===== src/include/t2mx_pkg.sv =====
package t2mx_pkg;
	// Frame geometry: four subframes, six blocks, 49 bits per block.
	localparam int LANES = 4;
	localparam logic [1:0] LAST_SF = 2'h3;
	localparam logic [2:0] LAST_BLK = 3'h5;
	localparam logic [5:0] LAST_POS = 6'h30;
	localparam logic [5:0] POS_OH = 6'h00;
	localparam logic [5:0] POS_ONE = 6'h01;
	// Overhead bit carried by each block.
	localparam logic [2:0] BLK_M = 3'h0;
	localparam logic [2:0] BLK_C1 = 3'h1;
	localparam logic [2:0] BLK_F1 = 3'h2;
	localparam logic [2:0] BLK_C2 = 3'h3;
	localparam logic [2:0] BLK_C3 = 3'h4;
	localparam logic [2:0] BLK_F2 = 3'h5;
	localparam logic [1:0] SF_FIRST = 2'h0;
	localparam logic [1:0] SF_ALARM = 2'h3;
	localparam logic [1:0] SF_AFTER_PATTERN = 2'h2;
	// Fixed overhead values.
	localparam logic M_FIRST_VAL = 1'b0;
	localparam logic M_NEXT_VAL = 1'b1;
	localparam logic F1_VAL = 1'b0;
	localparam logic F2_VAL = 1'b1;
	localparam logic [2:0] M_PATTERN = 3'h3;
	localparam logic STUFF_VAL = 1'b1;
	localparam logic IDLE_VAL = 1'b1;
	localparam logic [3:0] INV_LANES = 4'ha;
	// Tributary elastic store.
	localparam int FIFO_DEPTH = 8;
	localparam logic [3:0] FIFO_FULL = 4'h8;
	localparam logic [3:0] STUFF_BELOW = 4'h4;
	localparam logic [3:0] FIFO_EMPTY = 4'h0;
	localparam logic [3:0] PTR_ONE = 4'h1;
	// Receive framer thresholds.
	localparam logic [3:0] SYNC_GOOD = 4'h8;
	localparam logic [1:0] SYNC_BAD = 2'h3;
	typedef enum logic [1:0] {FR_HUNT = 2'b00, FR_FLOCK = 2'b01, FR_SYNC = 2'b11} t2mx_frame_t;
endpackage : t2mx_pkg


===== src/design/t2mx_m12_mux.sv =====
`timescale 1ns/1ns
// Contract
// [RL1] Four subframes rotate, first one leading
// [RL2] Six blocks of 49 bits, overhead first
// [RL3] Subframe bits: 0 first, 1 second, third
// [RL4] Frame bits: first 0, second 1
// [RL5] Last block holds the stuff opportunity
// [RL6] Stuff-control bits all equal; receiver majority-votes; the receiver here takes C1 = C2 = 1 with C3 = 0 as loopback and no stuff
// [RL7] Odd third control bit requests loopback
// [RL8] Alarm bit 0 while receiver unsynchronised
// [RL9] Tributaries interleaved one to four
// [RL10] Twelve bits per tributary per block
// [RL11] Tributaries two and four inverted
// [RL12] Tributaries mapped asynchronously, own rates
// [RL13] Subframe n stuffs tributary n
// [RL14] Overhead order M C1 F1 C2 C3 F2
// [RL15] Stuff decided per frame from fill
// [RL16] Receiver aligns, strips overhead, gaps output
module t2mx_m12_mux
	import t2mx_pkg::*;
(
	// Clock and reset.
	input wire logic mclk,
	input wire logic rst_b,
	// Tributary bits entering the multiplexer.
	input wire logic [3:0] tribInValid,
	input wire logic [3:0] tribInBit,
	output logic [3:0] tribInReady,
	input wire logic [3:0] loopReqIn,
	// T2 stream out.
	output logic t2TxValid,
	output logic t2TxBit,
	input wire logic t2TxReady,
	// T2 stream in.
	input wire logic t2RxValid,
	input wire logic t2RxBit,
	output logic t2RxReady,
	// Tributary bits leaving the demultiplexer.
	output logic tribOutValid,
	output logic [1:0] tribOutLane,
	output logic tribOutBit,
	input wire logic tribOutReady,
	// Status.
	output logic rxInSync,
	output logic [3:0] loopDetect
);
	function automatic logic [10:0] advance(input logic [1:0] sf, input logic [2:0] blk,
		input logic [5:0] pos);
		logic [10:0] r;
		r = {sf, blk, pos + POS_ONE};
		if (pos == LAST_POS)
		begin
			r = {sf, blk + 3'h1, POS_OH};
			if (blk == LAST_BLK)
				r = {sf + 2'h1, 3'h0, POS_OH};
		end
		return r;
	endfunction : advance

	// Transmit side.
	logic txMem [LANES][FIFO_DEPTH];
	logic [3:0] wrPtr [LANES];
	logic [3:0] rdPtr [LANES];
	logic [3:0] fill [LANES];
	logic [1:0] txSf;
	logic [2:0] txBlk;
	logic [5:0] txPos;
	logic [3:0] stuffReq;
	logic txStep;
	logic next_txBit;
	logic [3:0] txPop;
	logic [5:0] txPosM1;
	logic [1:0] txLane;
	logic [3:0] storeWr;
	logic [3:0] storeRd;

	assign txStep = !t2TxValid || t2TxReady;
	assign txPosM1 = txPos - POS_ONE;
	assign txLane = txPosM1[1:0];
	assign storeWr = tribInValid & tribInReady;
	assign storeRd = txStep ? txPop : 4'h0;

	// Each tributary has its own store, so its rate need not match the T2 rate. [RL12]
	always_comb
	begin
		for (int l = 0; l < LANES; l++)
			fill[l] = wrPtr[l] - rdPtr[l];
	end

	always_comb
	begin
		next_txBit = IDLE_VAL;
		txPop = 4'h0;
		if (txPos == POS_OH)
		begin
			case (txBlk) // [RL14]
				BLK_M:
					if (txSf == SF_FIRST)
						next_txBit = M_FIRST_VAL; // [RL3]
					else if (txSf == SF_ALARM)
						next_txBit = rxInSync; // [RL8]
					else
						next_txBit = M_NEXT_VAL; // [RL3]
				BLK_C1, BLK_C2: next_txBit = stuffReq[txSf]; // [RL6]
				BLK_C3: next_txBit = stuffReq[txSf] ^ loopReqIn[txSf]; // [RL7]
				BLK_F1: next_txBit = F1_VAL; // [RL4]
				BLK_F2: next_txBit = F2_VAL; // [RL4]
				default: next_txBit = IDLE_VAL;
			endcase
		end
		else if (txBlk == LAST_BLK && txPos == {4'h0, txSf} + POS_ONE && stuffReq[txSf])
			next_txBit = STUFF_VAL; // [RL5] [RL13]
		else
		begin
			// An empty store sends an idle bit; the stuff decision should keep this rare.
			next_txBit = (fill[txLane] != FIFO_EMPTY) ? txMem[txLane][rdPtr[txLane][2:0]]
				: IDLE_VAL;
			next_txBit = next_txBit ^ INV_LANES[txLane]; // [RL9] [RL10] [RL11]
			txPop[txLane] = fill[txLane] != FIFO_EMPTY;
		end
	end

	always_ff @(posedge mclk or negedge rst_b)
	begin
		if (!rst_b)
		begin
			txSf <= SF_FIRST;
			txBlk <= BLK_M;
			txPos <= POS_OH;
			t2TxValid <= 1'b0;
			t2TxBit <= IDLE_VAL;
		end
		else if (txStep)
		begin
			{txSf, txBlk, txPos} <= advance(txSf, txBlk, txPos); // [RL1] [RL2]
			t2TxValid <= 1'b1;
			t2TxBit <= next_txBit;
		end
	end

	always_ff @(posedge mclk or negedge rst_b)
	begin
		if (!rst_b)
			stuffReq <= 4'h0;
		else if (txStep && txSf == SF_FIRST && txBlk == BLK_M && txPos == POS_OH)
		begin
			for (int l = 0; l < LANES; l++)
				stuffReq[l] <= fill[l] < STUFF_BELOW; // [RL15]
		end
	end

	always_ff @(posedge mclk or negedge rst_b)
	begin
		if (!rst_b)
		begin
			tribInReady <= 4'h0;
			for (int l = 0; l < LANES; l++)
			begin
				wrPtr[l] <= 4'h0;
				rdPtr[l] <= 4'h0;
				for (int d = 0; d < FIFO_DEPTH; d++)
					txMem[l][d] <= 1'b0;
			end
		end
		else
		begin
			for (int l = 0; l < LANES; l++)
			begin
				if (storeWr[l])
				begin
					txMem[l][wrPtr[l][2:0]] <= tribInBit[l];
					wrPtr[l] <= wrPtr[l] + PTR_ONE;
				end
				if (storeRd[l])
					rdPtr[l] <= rdPtr[l] + PTR_ONE;
				tribInReady[l] <= (fill[l] + {3'h0, storeWr[l]} - {3'h0, storeRd[l]}) < FIFO_FULL;
			end
		end
	end

	// Receive side.
	t2mx_frame_t frState;
	logic [1:0] rxSf;
	logic [2:0] rxBlk;
	logic [5:0] rxPos;
	logic [3:0] goodCnt;
	logic [1:0] badCnt;
	logic [1:0] mHist;
	logic [2:0] rxC;
	logic rxStuff;
	logic rxTake;
	logic fSlot;
	logic fOk;
	logic slip;
	logic push;
	logic pop;
	logic [5:0] rxPosM1;
	logic [1:0] pushLane;
	logic e1Valid;
	logic e1Bit;
	logic [1:0] e1Lane;
	logic [1:0] bufCnt;

	assign rxTake = t2RxValid && t2RxReady;
	assign fSlot = rxPos == POS_OH && (rxBlk == BLK_F1 || rxBlk == BLK_F2);
	assign fOk = t2RxBit == ((rxBlk == BLK_F1) ? F1_VAL : F2_VAL);
	assign slip = frState == FR_HUNT && fSlot && !fOk;
	assign rxPosM1 = rxPos - POS_ONE;
	assign pushLane = rxPosM1[1:0];
	assign push = rxTake && frState == FR_SYNC && rxPos != POS_OH
		&& !(rxBlk == LAST_BLK && rxStuff && rxPos == {4'h0, rxSf} + POS_ONE); // [RL16]
	assign pop = tribOutValid && tribOutReady;

	// While hunting, a bad frame bit holds the counter one bit, sliding the search.
	always_ff @(posedge mclk or negedge rst_b)
	begin
		if (!rst_b)
		begin
			rxSf <= SF_FIRST;
			rxBlk <= BLK_M;
			rxPos <= POS_OH;
		end
		else if (rxTake && !slip)
		begin
			{rxSf, rxBlk, rxPos} <= advance(rxSf, rxBlk, rxPos);
			if (frState == FR_FLOCK && rxPos == POS_OH && rxBlk == BLK_M
				&& {mHist, t2RxBit} == M_PATTERN)
				rxSf <= SF_AFTER_PATTERN; // [RL16]
		end
	end

	always_ff @(posedge mclk or negedge rst_b)
	begin
		if (!rst_b)
		begin
			frState <= FR_HUNT;
			goodCnt <= 4'h0;
			badCnt <= 2'h0;
			mHist <= 2'h0;
			rxInSync <= 1'b0;
		end
		else if (rxTake)
		begin
			if (rxPos == POS_OH && rxBlk == BLK_M)
				mHist <= {mHist[0], t2RxBit};
			case (frState)
				FR_HUNT:
					if (fSlot)
					begin
						goodCnt <= fOk ? goodCnt + 4'h1 : 4'h0;
						if (fOk && goodCnt + 4'h1 == SYNC_GOOD)
							frState <= FR_FLOCK;
					end
				FR_FLOCK:
					if (fSlot && !fOk)
					begin
						frState <= FR_HUNT;
						goodCnt <= 4'h0;
					end
					else if (rxPos == POS_OH && rxBlk == BLK_M && {mHist, t2RxBit} == M_PATTERN)
					begin
						frState <= FR_SYNC;
						badCnt <= 2'h0;
						rxInSync <= 1'b1;
					end
				FR_SYNC:
					if (fSlot)
					begin
						badCnt <= fOk ? 2'h0 : badCnt + 2'h1;
						if (!fOk && badCnt + 2'h1 == SYNC_BAD)
						begin
							frState <= FR_HUNT;
							goodCnt <= 4'h0;
							rxInSync <= 1'b0;
						end
					end
				default: frState <= FR_HUNT;
			endcase
		end
	end

	always_ff @(posedge mclk or negedge rst_b)
	begin
		if (!rst_b)
		begin
			rxC <= 3'h0;
			rxStuff <= 1'b0;
			loopDetect <= 4'h0;
		end
		else if (rxTake && rxPos == POS_OH && frState == FR_SYNC)
		begin
			case (rxBlk)
				BLK_C1: rxC[0] <= t2RxBit;
				BLK_C2: rxC[1] <= t2RxBit;
				BLK_C3: rxC[2] <= t2RxBit;
				BLK_F2:
				begin
					if (rxC[0] == rxC[1] && rxC[2] != rxC[0])
					begin
						rxStuff <= 1'b0; // [RL7]
						loopDetect[rxSf] <= 1'b1;
					end
					else
					begin
						rxStuff <= (rxC[0] & rxC[1]) | (rxC[0] & rxC[2]) | (rxC[1] & rxC[2]); // [RL6]
						loopDetect[rxSf] <= 1'b0;
					end
				end
				default: rxStuff <= rxStuff;
			endcase
		end
	end

	// Two-entry buffer: ready is withdrawn a cycle early so no pushed bit is lost.
	always_comb
	begin
		bufCnt = {1'b0, tribOutValid} + {1'b0, e1Valid};
		bufCnt = bufCnt + {1'b0, push} - {1'b0, pop};
	end

	always_ff @(posedge mclk or negedge rst_b)
	begin
		if (!rst_b)
		begin
			tribOutValid <= 1'b0;
			tribOutLane <= 2'h0;
			tribOutBit <= 1'b0;
			e1Valid <= 1'b0;
			e1Lane <= 2'h0;
			e1Bit <= 1'b0;
			t2RxReady <= 1'b0;
		end
		else
		begin
			t2RxReady <= bufCnt != 2'h2;
			if (pop)
			begin
				tribOutValid <= e1Valid || push;
				tribOutLane <= e1Valid ? e1Lane : pushLane;
				tribOutBit <= e1Valid ? e1Bit : t2RxBit ^ INV_LANES[pushLane]; // [RL11]
				e1Valid <= e1Valid && push;
				e1Lane <= pushLane;
				e1Bit <= t2RxBit ^ INV_LANES[pushLane];
			end
			else if (push && !tribOutValid)
			begin
				tribOutValid <= 1'b1;
				tribOutLane <= pushLane;
				tribOutBit <= t2RxBit ^ INV_LANES[pushLane];
			end
			else if (push)
			begin
				e1Valid <= 1'b1;
				e1Lane <= pushLane;
				e1Bit <= t2RxBit ^ INV_LANES[pushLane];
			end
		end
	end
endmodule : t2mx_m12_mux


===== config.mk =====
export PLATFORM = sky130hd
export DESIGN_NAME = t2mx_m12_mux
export DESIGN_NICKNAME = d
export VERILOG_FILES = /design/src/include/t2mx_pkg.sv /design/src/design/t2mx_m12_mux.sv
export SDC_FILE = /design/constraint.sdc
export NUM_CORES = 1
export LEC_CHECK = 0
export BUFFER_PORTS_ARGS = -buffer_cell sky130_fd_sc_hd__clkbuf_2
export CAP_MARGIN = 30
export CORE_ASPECT_RATIO = 1.1
export CORE_MARGIN = 4
export CORE_UTILIZATION = 25
export CTS_CLUSTER_DIAMETER = 50
export DETAILED_ROUTE_END_ITERATION = 8
export PLACE_DENSITY_LB_ADDON = 0.1
export SLEW_MARGIN = 20
export SYNTH_ARGS = -nofsm -noshare
export SYNTH_HDL_FRONTEND = slang
export SYNTH_SLANG_ARGS = --single-unit

===== constraint.sdc =====
create_clock -name mclk -period 3.7 [get_ports mclk]
set_input_delay 0.555 -clock mclk [delete_from_list [all_inputs] [get_ports mclk]]
set_output_delay 0.555 -clock mclk [all_outputs]
set_load 0.05 [all_outputs]

==> results of run 1 <==
-- layout make-up --
class | instances | area share (%)
inverter | 46 | 1.93
tap | 374 | 5.22
clock buffer | 24 | 5.15
timing repair buffer | 67 | 4.98
clock inverter | 7 | 1.81
multi-input combinational | 490 | 46.3
sequential | 124 | 34.6
-- per-layer routing --
layer	track usage, %	vias to the layer above	part of all wire [%]
met4	3.93	0	1.5
met1	13.9	2542	45
met3	2.48	18	2.2
met5	0	-	0
li1	-	2532	-
met2	20.2	54	52
-- what timing repair did --
item                       CTS  global route
gates resized for setup      0            17
hold buffers                 0             0
setup buffers                0            14
setup endpoints to repair    0             4
-- power by group through the flow --
stage / logic (mW) / registers (mW) / clock network (mW)
after floorplan: 3.08 / 2.30 / 0
after global placement: 4.02 / 2.36 / 0
after detailed placement: 4.07 / 2.37 / 0
after CTS: 4.11 / 2.35 / 1.88
after global routing: 4.98 / 2.42 / 1.93
final: 4.42 / 2.34 / 1.82
-- Yosys cell counts (all sizes together), types with 11 or more instances --
| master | instances | area, um^2 |
|---|---|---|
| dfrtp | 123 | 3080 |
| nand4 | 14 | 87.6 |
| mux4 | 13 | 297 |
| nor2 | 36 | 135 |
| ha | 58 | 726 |
| nand3 | 22 | 110 |
| o21ai | 23 | 115 |
| nand2 | 50 | 188 |
| nor3 | 39 | 285 |
| xnor2 | 34 | 298 |
| mux2 | 64 | 724 |
| a21oi | 17 | 88.8 |
| xor2 | 23 | 201 |
| nand2b | 11 | 68.8 |
| clkbuf | 13 | 48.8 |
| inv | 46 | 173 |
-- registers in the layout, summed over array words and instances, names as in the netlist, 2 cells and up, named ones only --
| signal | flops |
|---|---|
| txMem | 32 |
| rdPtr | 16 |
| wrPtr | 16 |
| rxPos | 6 |
| txPos | 6 |
| goodCnt | 4 |
| stuffReq | 4 |
| tribInReady | 4 |
| rxBlk | 3 |
| rxC | 3 |
| txBlk | 3 |
| badCnt | 2 |
| e1Lane | 2 |
| frState | 2 |
| mHist | 2 |
| rxSf | 2 |
| tribOutLane | 2 |
| txSf | 2 |
-- worst max-delay path, stage by stage (launching register included) --
cell     delay [ns]
dfrtp_1        0.37
inv_1          0.06
ha_2           0.18
inv_2          0.04
fa_1           0.54
inv_2          0.04
and4_1         0.19
and4b_2        0.23
or4_4          0.56
buf_6          0.16
nor3_4         0.21
ha_2           0.21
inv_2          0.04
ha_4           0.22
a21o_1         0.18
a21oi_2        0.13
xnor2_1        0.14
-- cells by family after synthesis --
kind of cell             after synthesis  share of synthesized area (%)
flip-flops                           124                           41.5
adder cells (fa/ha/maj)               63                           11.0
other                                  1                         0.0501
AND/OR/NAND/NOR                      215                           16.4
AO/OA/AOI/OAI                         69                           5.83
buffers and inverters                 67                           4.01
multiplexers                          84                           14.6
XOR/XNOR                              57                           6.67
-- path summary, 6_finish.rpt --
path                                  startpoint                  endpoint  slack [ns]  cells past startpoint
hold reg to reg            rdPtr[11]$_DFFE_PN0P_     rdPtr[11]$_DFFE_PN0P_        0.49                      1
setup / recovery            wrPtr[8]$_DFFE_PN0P_  tribInReady[1]$_DFF_PN0_        0.11                     16
setup reg to reg            wrPtr[8]$_DFFE_PN0P_  tribInReady[1]$_DFF_PN0_        0.11                     16
hold / removal                             rst_b      txMem[2]$_DFFE_PN0P_        0.09                      1
max in group asynchronous                  rst_b      mHist[0]$_DFFE_PN0P_        2.83                      2
min in group mclk                 tribInValid[2]      wrPtr[6]$_DFFE_PN0P_        0.42                      3
==> impl_metrics.env, run 1 <==
export IMPL_crit_required_ns=4.03
export IMPL_worstPathArrival_ns=3.93
export IMPL_layout_drive_gt1_share_pct=27.3
export IMPL_preCtsSetupSlack_ns=0.0324
export IMPL_outcome="finished, final reports clean"
export IMPL_vdd_drop_max_mv=0.291
export IMPL_layout_cells_non_filler=1132
export IMPL_ys_seq_area_share_pct=41.5
export IMPL_endpoint_kind="flip-flop"
export IMPL_firstDrtPassIters=4
export IMPL_comb_power_share_pct=51.5
export IMPL_netSwitchingFraction_pct=38.5
export IMPL_post_route_util_pct=30.3
export IMPL_start_util_pct=25.3
export IMPL_num_fill_cells=2992
export IMPL_grt_pass1_vias=5463
export IMPL_detail_route_drc_violations=0
export IMPL_period_share_pct=97.1
export IMPL_final_nets=827
export IMPL_vias_per_cell=4.55
export IMPL_final_setup_viol_count=0
export IMPL_areaGrowthSynthToFinish_pct=19.8
export IMPL_synth_cell_types=66
export IMPL_grt_use_total_pct=11.5
export IMPL_overflow=0
export IMPL_async_reset_ff_share_pct=100
export IMPL_worst_pin_slew_ns=0.683
export IMPL_cts_root_buf="clkbuf_16"
export IMPL_die_height_um=190
export IMPL_syn_nets=761
export IMPL_cts_tree="yes"
export IMPL_mostFrequentLayoutCell="dfrtp_1"
export IMPL_diodes=0
export IMPL_dpl_cell_count=1086
export IMPL_period_needed_ns=3.59
export IMPL_via_count=5146
export IMPL_sequentialPowerShare_pct=27.3
export IMPL_layout_common_cells="dfrtp_1, mux2_2, ha_1"
export IMPL_clockPowerShare_pct=21.2
export IMPL_pin_count=34
export IMPL_maxSlewHeadroom_pct=54.1
export IMPL_htreeDepth=4
export IMPL_p_int_mw=5.27
export IMPL_place_hpwl_mm=13.4
export IMPL_finalWirelength_mm=17.9
export IMPL_clk_latency_ns=0.42
export IMPL_die_w_um=173
export IMPL_grt_first_pass_wirelength_mm=29.8
export IMPL_die_area_um2=32800
export IMPL_cts_sinks=124
export IMPL_antenna_found_initial=0
export IMPL_powerDensity_nw_per_um2=956
export IMPL_critPathLaunchType="flip-flop"
export IMPL_synth_seq_cells=124
export IMPL_clk_pin_slew_worst_paths_ns=0.05
export IMPL_rows=66
export IMPL_final_setup_tns_ns=0
export IMPL_seq_area_um2=3100
export IMPL_yosysWarnings=0
export IMPL_cts_max_path_buffers=2
export IMPL_core_area_um2=29600
export IMPL_postSynthAreaPerCell_um2=11.0
export IMPL_maxCapViolations=0
export IMPL_ant_nets=0
export IMPL_report_final_slew_viol_count=0
export IMPL_detail_route_iter0_violations=131
export IMPL_hold_path_class="input pin to async pin"
export IMPL_path_max_fanout=4
export IMPL_worstSetupPathType="flip-flop to flip-flop"
export IMPL_syn_area_um2=7490
export IMPL_wl_per_cell_um=15.8
export IMPL_p_total_mw=8.57
export IMPL_grt_max_degree=71
export IMPL_synth_top_flop_cell="dfrtp_1"
export IMPL_netlist_instances=680
export IMPL_max_freq_mhz=278
export IMPL_holdWs_ns=0.0853
export IMPL_final_cell_area_um2=8970
export IMPL_io_buffer_count=33
export IMPL_power_leakage_nw=4.03
export IMPL_fin_ws_ns=0.108
export IMPL_synth_edf_count=0
export IMPL_hold_viol=0
export IMPL_skew_ns=0.00946
export IMPL_placed_cell_area_um2=8160
export IMPL_multiInputGateArea_um2=4150
export IMPL_rsz0062_at_grt="true"
export IMPL_cts_buffers=17
export IMPL_switching_power_mw=3.30
export IMPL_gp_congestion=0.768
Note: power is estimated with default switching activity, not from simulation.
==> inputs of run 2 (changes only) <==
--- a/config.mk
+++ b/config.mk
@@ -10,6 +10,7 @@
 export CORE_ASPECT_RATIO = 1.1
 export CORE_MARGIN = 4
 export CORE_UTILIZATION = 25
+export CTS_BUF_LIST = sky130_fd_sc_hd__clkbuf_16
 export CTS_CLUSTER_DIAMETER = 50
 export DETAILED_ROUTE_END_ITERATION = 8
 export PLACE_DENSITY_LB_ADDON = 0.1
==> impl_metrics.env, run 2 (same netlist as run 1, synthesis figures left out) <==
export IMPL_outcome="finished, final reports clean"
export IMPL_clk_pin_slew_worst_paths_ns=0.05
export IMPL_critPathTopFamily="simple AND/OR/NAND/NOR gates"
export IMPL_period_needed_ns=3.59
export IMPL_period_share_pct=97.1
export IMPL_crit_top_cell="inv_2"
export IMPL_core_area_um2=29600
export IMPL_critPathLaunchType="flip-flop"
export IMPL_cts_root_buf="clkbuf_16"
export IMPL_final_cell_area_um2=8960
export IMPL_cts_max_path_buffers=2
export IMPL_final_setup_viol_count=0
export IMPL_hold_viol=0
export IMPL_place_hpwl_mm=13.4
export IMPL_reg_top3="txMem x32, rdPtr x16, wrPtr x16"
export IMPL_gp_congestion=0.768
export IMPL_finalWirelength_mm=17.9
export IMPL_ant_nets=0
export IMPL_worstSetupPathType="flip-flop to flip-flop"
export IMPL_antenna_found_initial=0
export IMPL_diodes=0
export IMPL_fin_ws_ns=0.108
export IMPL_worst_pin_slew_ns=0.684
export IMPL_crit_required_ns=4.03
export IMPL_p_total_mw=8.54
export IMPL_path_max_fanout=4
export IMPL_start_util_pct=25.3
export IMPL_die_area_um2=32800
export IMPL_cts_sinks=124
export IMPL_io_buffer_count=33
export IMPL_placed_cell_area_um2=8160
export IMPL_layout_common_cells="dfrtp_1, mux2_2, ha_1"
export IMPL_worstPathArrival_ns=3.93
export IMPL_worst_path_max_delay_cell="or4_4"
export IMPL_clk_latency_ns=0.42
export IMPL_mostFrequentLayoutCell="dfrtp_1"
export IMPL_grt_first_pass_wirelength_mm=29.8
export IMPL_firstDrtPassIters=4
export IMPL_maxSlewHeadroom_pct=54.1
export IMPL_largest_register_ffs=32
export IMPL_rows=66
export IMPL_skew_ns=0.00789
export IMPL_vias_per_cell=4.55
export IMPL_preCtsSetupSlack_ns=0.0324
export IMPL_crit_chain="inv_1 > ha_2 > inv_2 > fa_1 > inv_2 > and4_1 > and4b_2 > or4_4 > buf_6 > nor3_4 > ha_2 > inv_2 > ha_4 > a21o_1 > a21oi_2 > xnor2_1"
export IMPL_detail_route_drc_violations=0
export IMPL_vdd_drop_max_mv=0.290
export IMPL_cts_buffers=17
export IMPL_grt_max_degree=71
export IMPL_seq_area_um2=3100
export IMPL_powerDensity_nw_per_um2=953
export IMPL_grt_pass1_vias=5462
export IMPL_final_setup_tns_ns=0
export IMPL_die_height_um=190
export IMPL_hold_path_class="input pin to async pin"
export IMPL_overflow=0
export IMPL_num_fill_cells=2993
export IMPL_worst_r2r_setup_slack_ns=0.11
export IMPL_power_leakage_nw=4.05
export IMPL_cp_buffers_inverters=5
export IMPL_cts_tree="yes"
export IMPL_layout_drive_gt1_share_pct=27.2
export IMPL_max_freq_mhz=278
export IMPL_pin_count=34
export IMPL_die_w_um=173
export IMPL_areaGrowthSynthToFinish_pct=19.6
export IMPL_report_final_slew_viol_count=0
export IMPL_via_count=5151
export IMPL_regMostFlops="txMem"
export IMPL_rsz0062_at_grt="true"
export IMPL_multiInputGateArea_um2=4150
export IMPL_endpoint_kind="flip-flop"
export IMPL_wl_per_cell_um=15.8
export IMPL_slowest_delay_ns=0.56
export IMPL_htreeDepth=4
export IMPL_detail_route_iter0_violations=146
export IMPL_final_nets=827
export IMPL_grt_use_total_pct=11.5
export IMPL_cts_hold_buf=0
export IMPL_maxCapViolations=0
==> run 2: cell count changes in the layout (fill, tap and decap cells not counted), sizes merged <==
cell,delta
clkinv,+1
inv,+6
clkbuf,-7
==> run 2: layout make-up <==
cell class,instances,area share [%]
multi-input cells,490,46.3
clock inverters,14,2.11
clock buffers,17,4.75
inverters,46,1.93
flip-flops and latches,124,34.7
well taps,374,5.22
repair buffers,67,4.99
==> run 2: through the flow <==
stage	hold WS (ns)	util, %	cells
floorplan	0.259	-	680
global placement	0.466	27.6	1086
detailed placement	0.479	27.6	1086
CTS	0.107	29.7	1117
global route	0.120	30.3	1132
finish	0.0834	30.3	1132
==> run 2: where the power goes <==
part / leakage, nW / internal (mW) / switching [mW] / total, mW
Clock: 0.318 / 1.17 / 0.607 / 1.78
Combinational: 2.18 / 2.21 / 2.21 / 4.42
Sequential: 1.55 / 1.85 / 0.487 / 2.34
Total: 4.05 / 5.24 / 3.30 / 8.54
==> run 2: metal layers <==
layer | vias up | part of all wire [%] | global-route usage [%]
met1 | 2549 | 45 | 13.9
met3 | 18 | 2.1 | 2.48
met4 | 0 | 1.5 | 3.93
met5 | - | 0 | 0
li1 | 2534 | - | -
met2 | 50 | 51 | 20.2
==> run 2: final timing paths <==
check / from / end / depth (start not counted)
hold reg to reg: rdPtr[11]$_DFFE_PN0P_ / rdPtr[11]$_DFFE_PN0P_ / 1
min in group mclk: tribInValid[2] / wrPtr[6]$_DFFE_PN0P_ / 3
hold / removal: rst_b / txMem[2]$_DFFE_PN0P_ / 1
max in group asynchronous: rst_b / mHist[0]$_DFFE_PN0P_ / 2
setup reg to reg: wrPtr[8]$_DFFE_PN0P_ / tribInReady[1]$_DFF_PN0_ / 16
setup / recovery: wrPtr[8]$_DFFE_PN0P_ / tribInReady[1]$_DFF_PN0_ / 16
==> run 2: timing repair <==
action | CTS | global route
setup buffers | 0 | 14
resized for setup | 0 | 17
endpoints found under the setup margin | 0 | 4
==> run 2: worst reg2reg max path, delay by kind of cell, from the launching register on <==
family / cells / cell delay (ns)
flops: 1 / 0.37
fa+ha+maj: 4 / 1.15
simple gates: 4 / 1.21
compound gates: 2 / 0.31
xor+xnor: 1 / 0.14
buf+inv: 5 / 0.34
